File: src/common/led_power_pkg.sv
// Package: constants and types for colour select and power enables
package led_power_pkg;

    // Colour select codes
    localparam logic [1:0] SEL_NONE = 2'h0;
    localparam logic [1:0] SEL_RED = 2'h1;
    localparam logic [1:0] SEL_GREEN = 2'h2;
    localparam logic [1:0] SEL_BLUE = 2'h3;

    // Clock and delay figures
    localparam int CLK_PERIOD_NS = 8;
    localparam int LIGHT_DELAY_MS = 100;
    localparam int MIRROR_HOLD_US = 500;
    localparam int LIGHT_DELAY_CYCLES =
        (LIGHT_DELAY_MS * 1000000 + CLK_PERIOD_NS - 1) / CLK_PERIOD_NS;
    localparam int MIRROR_HOLD_CYCLES =
        (MIRROR_HOLD_US * 1000 + CLK_PERIOD_NS - 1) / CLK_PERIOD_NS;

    // Reset value and PWM width
    localparam logic [1:0] SEL_RESET = 2'h0;
    localparam int PWM_WIDTH = 8;

    // Delay timer states
    typedef enum logic [2:0] {
        TMR_IDLE = 3'h1,
        TMR_COUNT = 3'h2,
        TMR_DONE = 3'h4
    } tmr_state_type;

endpackage : led_power_pkg

File: src/common/delay_if.sv
// Interface: start/cancel and done between top and delay timer
`timescale 1ns/100ps
interface delay_if;
    logic run;
    logic done;
    modport ctl (output run, input done);
    modport tmr (input run, output done);
endinterface : delay_if

File: src/rtl/delay_timer.sv
// Delay timer: done rises after run has held high for LENGTH + 1 cycles (one to start, LENGTH to count)
`timescale 1ns/100ps
module delay_timer
    import led_power_pkg::*;
#(
    parameter int LENGTH = 16
) (
    input wire logic sys_clk,
    input wire logic nrst,
    delay_if.tmr port
);

    logic [31:0] count;
    tmr_state_type state;

    ////////////////////////////////////////////////////////////////////////
    // Any drop of run cancels; a new rise restarts from zero
    always_ff @(posedge sys_clk) begin
        if (!nrst) begin
            state <= TMR_IDLE;
            count <= 32'h0;
        end else if (!port.run) begin
            state <= TMR_IDLE;
            count <= 32'h0;
        end else begin
            unique case (state)
                TMR_IDLE: begin
                    state <= TMR_COUNT;
                    count <= 32'h1;
                end
                TMR_COUNT: begin
                    if (count >= 32'(LENGTH)) begin
                        state <= TMR_DONE;
                    end else begin
                        count <= count + 32'h1;
                    end
                end
                TMR_DONE: begin
                    state <= TMR_DONE;
                end
                default: begin
                    state <= TMR_IDLE;
                end
            endcase
        end
    end

    // Gated by run so a drop clears done with no delay
    assign port.done = (state == TMR_DONE) && port.run;

endmodule : delay_timer

File: src/rtl/led_power_ctrl.sv
// Colour select, blue PWM/output pin, light driver and mirror enables
// Behaviour
// - Blue pin is output only, never sampled
// - Without companion, blue pin carries PWM
// - With companion, pin is processor level
// - Select bus: 00 none,01 red,10 green,11 blue
// - Master enable after request high 100 ms
// - Master enable drops four edges after a low of two cycles or more
// - Mirror supply on while park high
// - Mirror supply held 500 us after park falls
`timescale 1ns/100ps
module led_power_ctrl
    import led_power_pkg::*;
#(
    parameter int LIGHT_CYCLES = LIGHT_DELAY_CYCLES,
    parameter int MIRROR_CYCLES = MIRROR_HOLD_CYCLES,
    parameter int QUAL_COUNT = 1
) (
    input wire logic sys_clk,
    input wire logic nrst,
    input wire logic companion_present,
    input wire logic [PWM_WIDTH-1:0] blue_duty,
    input wire logic processor_level,
    input wire logic [1:0] sequencer_colour,
    input wire logic light_source_request,
    input wire logic [QUAL_COUNT-1:0] extra_qualifiers,
    input wire logic park,
    output logic blue_pwm_or_gpo,
    output logic colour_select_bit0,
    output logic colour_select_bit1,
    output logic light_driver_master_on,
    output logic mirror_supply_on
);

    // Three-stage pin synchronisers
    logic [2:0] req_sync;
    logic [2:0] park_sync;
    logic [QUAL_COUNT-1:0] qual_s1;
    logic [QUAL_COUNT-1:0] qual_s2;
    logic [QUAL_COUNT-1:0] qual_s3;
    // Filtered pin levels
    logic req_level;
    logic park_level;
    logic [QUAL_COUNT-1:0] qual_level;
    logic quals_ok;
    // Blue PWM, select and mirror hold state
    logic [PWM_WIDTH-1:0] pwm_phase;
    logic [1:0] colour;
    logic mirror_armed;
    // Timer handshakes
    delay_if light_dly ();
    delay_if mirror_dly ();

    ////////////////////////////////////////////////////////////////////////
    // Agreement filter: a level moves only when stages two and three match
    // A single odd sample between them never counts as a new level
    // Shared by the request, park and qualifier pins so all of them see the same latency
    function automatic logic agree_level(
        input logic stage2,
        input logic stage3,
        input logic held
    );
        logic result;
        result = held;
        if (stage2 == stage3) begin
            result = stage3;
        end
        return result;
    endfunction : agree_level

    // Same filter bit by bit, for the qualifier group
    function automatic logic [QUAL_COUNT-1:0] agree_bits(
        input logic [QUAL_COUNT-1:0] stage2,
        input logic [QUAL_COUNT-1:0] stage3,
        input logic [QUAL_COUNT-1:0] held
    );
        logic [QUAL_COUNT-1:0] result;
        result = held;
        for (int i = 0; i < QUAL_COUNT; i++) begin
            if (stage2[i] == stage3[i]) begin
                result[i] = stage3[i];
            end
        end
        return result;
    endfunction : agree_bits

    ////////////////////////////////////////////////////////////////////////
    // Pin synchronisers: stage 0 feeds only stage 1
    // Only stage 1 reads stage 0; a metastable first flop stays private
    always_ff @(posedge sys_clk) begin
        if (!nrst) begin
            req_sync <= 3'h0;
            park_sync <= 3'h0;
            qual_s1 <= '0;
            qual_s2 <= '0;
            qual_s3 <= '0;
        end else begin
            req_sync <= {req_sync[1:0], light_source_request};
            park_sync <= {park_sync[1:0], park};
            qual_s1 <= extra_qualifiers;
            qual_s2 <= qual_s1;
            qual_s3 <= qual_s2;
        end
    end

    // Filtered levels change only when stages two and three agree
    // Costs one edge of latency; a lone glitch never reaches the timers
    always_ff @(posedge sys_clk) begin
        if (!nrst) begin
            req_level <= 1'b0;
            park_level <= 1'b0;
            qual_level <= '0;
        end else begin
            req_level <= agree_level(req_sync[1], req_sync[2], req_level);
            park_level <= agree_level(park_sync[1], park_sync[2], park_level);
            qual_level <= agree_bits(qual_s2, qual_s3, qual_level);
        end
    end

    // Every qualifier must stand high for the driver
    assign quals_ok = &qual_level;

    ////////////////////////////////////////////////////////////////////////
    // Free-running phase; one PWM period is 2**PWM_WIDTH cycles
    always_ff @(posedge sys_clk) begin
        if (!nrst) begin
            pwm_phase <= '0;
        end else begin
            pwm_phase <= pwm_phase + 1'b1;
        end
    end

    // Blue pin: PWM alone or processor level
    // Pin has no input path at all
    // Full duty still leaves one low cycle per period, the price of a
    // plain compare that needs no extra phase bit
    always_ff @(posedge sys_clk) begin
        if (!nrst) begin
            blue_pwm_or_gpo <= 1'b0;
        end else if (companion_present) begin
            blue_pwm_or_gpo <= processor_level;
        end else begin
            blue_pwm_or_gpo <= (pwm_phase < blue_duty);
        end
    end

    ////////////////////////////////////////////////////////////////////////
    // Select bus registered from the sequencer code
    // Codes are one to one, so any 2-bit value is legal
    // Registered so both pins change on one edge together and an
    // external decoder never sees a mixed code between two colours
    always_ff @(posedge sys_clk) begin
        if (!nrst) begin
            colour <= SEL_RESET;
        end else begin
            colour <= sequencer_colour;
        end
    end

    assign colour_select_bit0 = colour[0];
    assign colour_select_bit1 = colour[1];

    ////////////////////////////////////////////////////////////////////////
    // Master enable: timer runs while request and qualifiers hold
    // On the way up: four edges of pin filter, one to start the timer and
    // LIGHT_CYCLES to count, so the request stands a little longer than
    // the nominal delay. On the way down the same four edges pass, the
    // least the synchronisers allow; the drop adds none of its own.
    // The enable is a gate of the timer state and filtered levels, not a flop, to save that edge.
    assign light_dly.run = req_level && quals_ok;

    delay_timer #(
        .LENGTH(LIGHT_CYCLES)
    ) light_timer (
        .sys_clk(sys_clk),
        .nrst(nrst),
        .port(light_dly.tmr)
    );

    // Done is gated by run, so any low drops it at once
    assign light_driver_master_on = light_dly.done;

    ////////////////////////////////////////////////////////////////////////
    // Mirror supply: hold timer runs once park has fallen
    // A new park rise cancels the hold
    // Armed only by park high, so a power-up with park low never pulses
    // the regulators; park and done can never fall in one cycle
    always_ff @(posedge sys_clk) begin
        if (!nrst) begin
            mirror_armed <= 1'b0;
        end else if (park_level) begin
            mirror_armed <= 1'b1;
        end else if (mirror_dly.done) begin
            mirror_armed <= 1'b0;
        end
    end

    assign mirror_dly.run = mirror_armed && !park_level;

    delay_timer #(
        .LENGTH(MIRROR_CYCLES)
    ) mirror_timer (
        .sys_clk(sys_clk),
        .nrst(nrst),
        .port(mirror_dly.tmr)
    );

    // High while parked and through the hold
    // Hold ends about MIRROR_CYCLES + 6 edges after the park pin falls,
    // never earlier than the nominal hold
    always_ff @(posedge sys_clk) begin
        if (!nrst) begin
            mirror_supply_on <= 1'b0;
        end else begin
            mirror_supply_on <= park_level
                || (mirror_armed && !mirror_dly.done);
        end
    end

endmodule : led_power_ctrl

File: config.mk
export PLATFORM = sky130hd
export DESIGN_NAME = led_power_ctrl
export DESIGN_NICKNAME = d
export VERILOG_FILES = /design/src/common/led_power_pkg.sv /design/src/common/delay_if.sv /design/src/rtl/delay_timer.sv /design/src/rtl/led_power_ctrl.sv
export SDC_FILE = /design/constraint.sdc
export NUM_CORES = 1
export LEC_CHECK = 0
export BUFFER_PORTS_ARGS = -buffer_cell sky130_fd_sc_hd__buf_2
export CAP_MARGIN = 10
export CORE_UTILIZATION = 25
export CTS_BUF_LIST = sky130_fd_sc_hd__clkbuf_16
export DETAILED_ROUTE_END_ITERATION = 10
export SLEW_MARGIN = 25
export SYNTH_ARGS = -nofsm -noshare
export SYNTH_HDL_FRONTEND = slang
export SYNTH_SLANG_ARGS = --single-unit
File: constraint.sdc
create_clock -name sys_clk -period 2.57 [get_ports sys_clk]
set_clock_uncertainty 0.05 [all_clocks]
set_input_delay 0.257 -clock sys_clk [delete_from_list [all_inputs] [get_ports sys_clk]]
set_output_delay 0.257 -clock sys_clk [all_outputs]
set_load 0.02 [all_outputs]
==> impl_metrics.yaml <==
clock_network:
  clk_path_buf_depth: 2
  cts_htree_levels: 3
  cts_resized: 0
  cts-root-buf: "clkbuf_16"
  post_cts_buffers: 0
  cts.sinks: 95
  cts_buffers: 9
  clock_latency_ps: 340
  path_clk_slew_ps: 70
  cts_hold_buf: 0
  tritoncts: "yes"
worst_setup_path:
  worstSetupPathType: "reg -> reg"
  crit_path_start: "light_timer.state[1]$_SDFFE_PN0P_"
  endpoint: "light_timer.count[12]$_SDFFE_PN0P_"
  rr_startpoint: "light_timer.state[1]$_SDFFE_PN0P_"
  cp-start-kind: "register"
  regToRegSetupSlack_ps: 410
  r2r-end: "light_timer.count[12]$_SDFFE_PN0P_"
  reg2reg_depth: 7
  critical_path_peak_fanout: 9
  crit_arrival_ps: 2370
  endpoint_kind: "register"
  worstPathRequired_ps: 2780
layout:
  area_growth_pct: 16.1
  diodes: 0
  design_area_um2: 4670
  drive_gt1_frac: 0.130
  nets: 495
flow_run:
  maxCapViolations: 0
routing:
  first_pass_iters: 4
  via_per_inst: 4.55
  drc: 0
  antenna_left: 0
  wirelength_um: 7680
  wl_per_cell_um: 11.3
  drt_iter0_drc: 105
  vias: 3103
global_routing:
  grt_start_max_net_pins: 24
  grt_pass1_vias: 3017
  gr-usage-all-layers: 0.100
  grt_pass1_wl_um: 13300
  grt.overflow.total: 0
  antenna_found_initial: 0
yosys:
  synth_edf_count: 0
  yosysWarnings: 0
  yosys-top-cells-count: "95 x dfxtp_1, 42 x nor2_1, 39 x and2_1"
  syn_inst: 441
  synth_top_family_by_area: "simple AND/OR/NAND/NOR gates"
  yosys.area.top_type: "dfxtp_1"
  synth_top_area_share: 0.473
  ys_top_cells_by_area: "dfxtp_1 47%, and2_1 6.1%, nor2_1 3.9%"
  synth_simple_gate_area_frac: 0.263
  synth_cell_types: 48
  synthXorXnorAreaFrac: 0.0523
  synthMuxAreaShare: 0
  synth-compound-area-share: 0.139
  yosysSeqAreaShare: 0.473
  async_flop_share: 0
  avgSynthCellArea_um2: 9.12
  syn-cell-area_um2: 4020
  synthFlopType: "dfxtp_1"
  synth_fa_ha_area_frac: 0.0373
  synth-seq-cells: 95
  yosysMostFrequentCell: "dfxtp_1"
  synth_nets: 470
sta:
  slew_headroom: 0.487
  period_needed_ps: 2160
  timing.hold.ws_ps: 67.8
  clock.fmax_mhz: 463
  rsz0062_at_grt: "no"
  slew_viol_final: 0
  timing.final.crit_share: 0.841
  setup_viol_count_final: 0
  fin_setup_tns_ps: 0
  tightestPinTransition_ps: 766
  hold_violations: 0
floorplan:
  die_w_um: 129
  fp-row-count: 45
  start_util: 0.261
  core_region_area_um2: 15400
  die-area_um2: 16600
  dieHeight_um: 129
  io_pins: 22
min_path:
  hold-path-cell-count: 2
  hp-class: "in -> reg"
placed_design:
  gp_congestion: 0.791
  place_area_um2: 4370
  hpwl_um: 5500
  portBuffers: 21
power:
  p_leak_uw: 0.00162
  peakVddDrop_mv: 0.441
  powerDensity_nw_per_um2: 614
  p_total_uw: 2870
run_status:
  status: "finished, final reports clean"
==> metrics by stage <==
step           setup WS [ps]  std cells  utilization
2_1_floorplan            676        441            -
3_3_place_gp             532        666        0.283
3_5_place_dp             420        666        0.283
4_1_cts                  384        682        0.303
5_1_grt                  191        682        0.303
6_report                 408        682        0.303
==> worst max-delay path, cell delays in order, from the launching register on <==
cell and delay, ps:
dfxtp_1 470, nor3b_2 290, nand4_1 190, a221oi_2 240, buf_4 220, o211ai_2 150
or3_1 340, a21oi_1 150
==> final cells by class <==
type | count | area (um2)
fillers | 1632 | 10800
multi-input cells | 313 | 1980
flip-flops and latches | 95 | 1900
well taps | 211 | 264
clock buffers | 9 | 225
repair buffers | 28 | 158
clock inverters | 7 | 72.6
inverters | 19 | 71.3
==> cells in the final DEF, fill, tap and decap left out, types with 2 or more instances in the layout <==
master,count
o211ai_2,2
nand4_1,6
xor2_1,13
buf_4,7
inv_1,21
nand4b_1,2
clkinv_4,2
nor4_1,8
o211ai_1,4
o21ai_0,29
nand3_1,16
a211oi_1,3
buf_2,21
or2_2,6
a31oi_1,2
o2111ai_1,6
nor3_1,13
nand3b_1,3
inv_6,2
nand2_1,17
or3_1,14
nor2_1,42
clkbuf_16,9
ha_1,12
xnor2_1,11
dfxtp_1,95
nor2b_1,5
a21oi_1,24
and3_1,10
and2_1,39
or3b_2,2
a41oi_1,4
o21a_1,2
nor3b_2,3
==> how the worst min path moves through the flow <==
stage / startpoint / to / slack [ps]
after detailed placement: qual_s1$_SDFF_PN0_ / qual_s2$_SDFF_PN0_ / 370
after global placement: req_sync[0]$_SDFF_PN0_ / req_sync[1]$_SDFF_PN0_ / 370
after floorplan: sequencer_colour[0] / colour[0]$_SDFF_PN0_ / 330
after CTS: sequencer_colour[0] / colour[0]$_SDFF_PN0_ / 50
after global routing: sequencer_colour[0] / colour[0]$_SDFF_PN0_ / 50
final: sequencer_colour[1] / colour[1]$_SDFF_PN0_ / 70
==> state kept, by name, summed over array words and instances, names as in the netlist, 2 cells and up <==
name                count
light_timer.count      32
mirror_timer.count     32
pwm_phase               8
light_timer.state       3
mirror_timer.state      3
park_sync               3
req_sync                3
colour                  2
==> per-layer routing <==
metal	global-route usage	share of wire
met1	0.119	0.49
met3	0.0324	0.035
met2	0.165	0.46
met4	0.0429	0.018
met5	0	0
==> where the power goes <==
part	leakage, uW	total [uW]	switching [uW]	internal [uW]
clock	0.000153	1320	560	757
sequential	0.000768	1490	6.83	1490
combinational	0.000700	55.7	28.4	27.4
==> logic make-up after synthesis <==
family	after synthesis
buffers and inverters	33
adder cells (fa/ha/maj)	12
AND/OR/NAND/NOR	190
XOR/XNOR	24
flip-flops	95
AO/OA/AOI/OAI	87
Power figures use the tool's default switching activity.
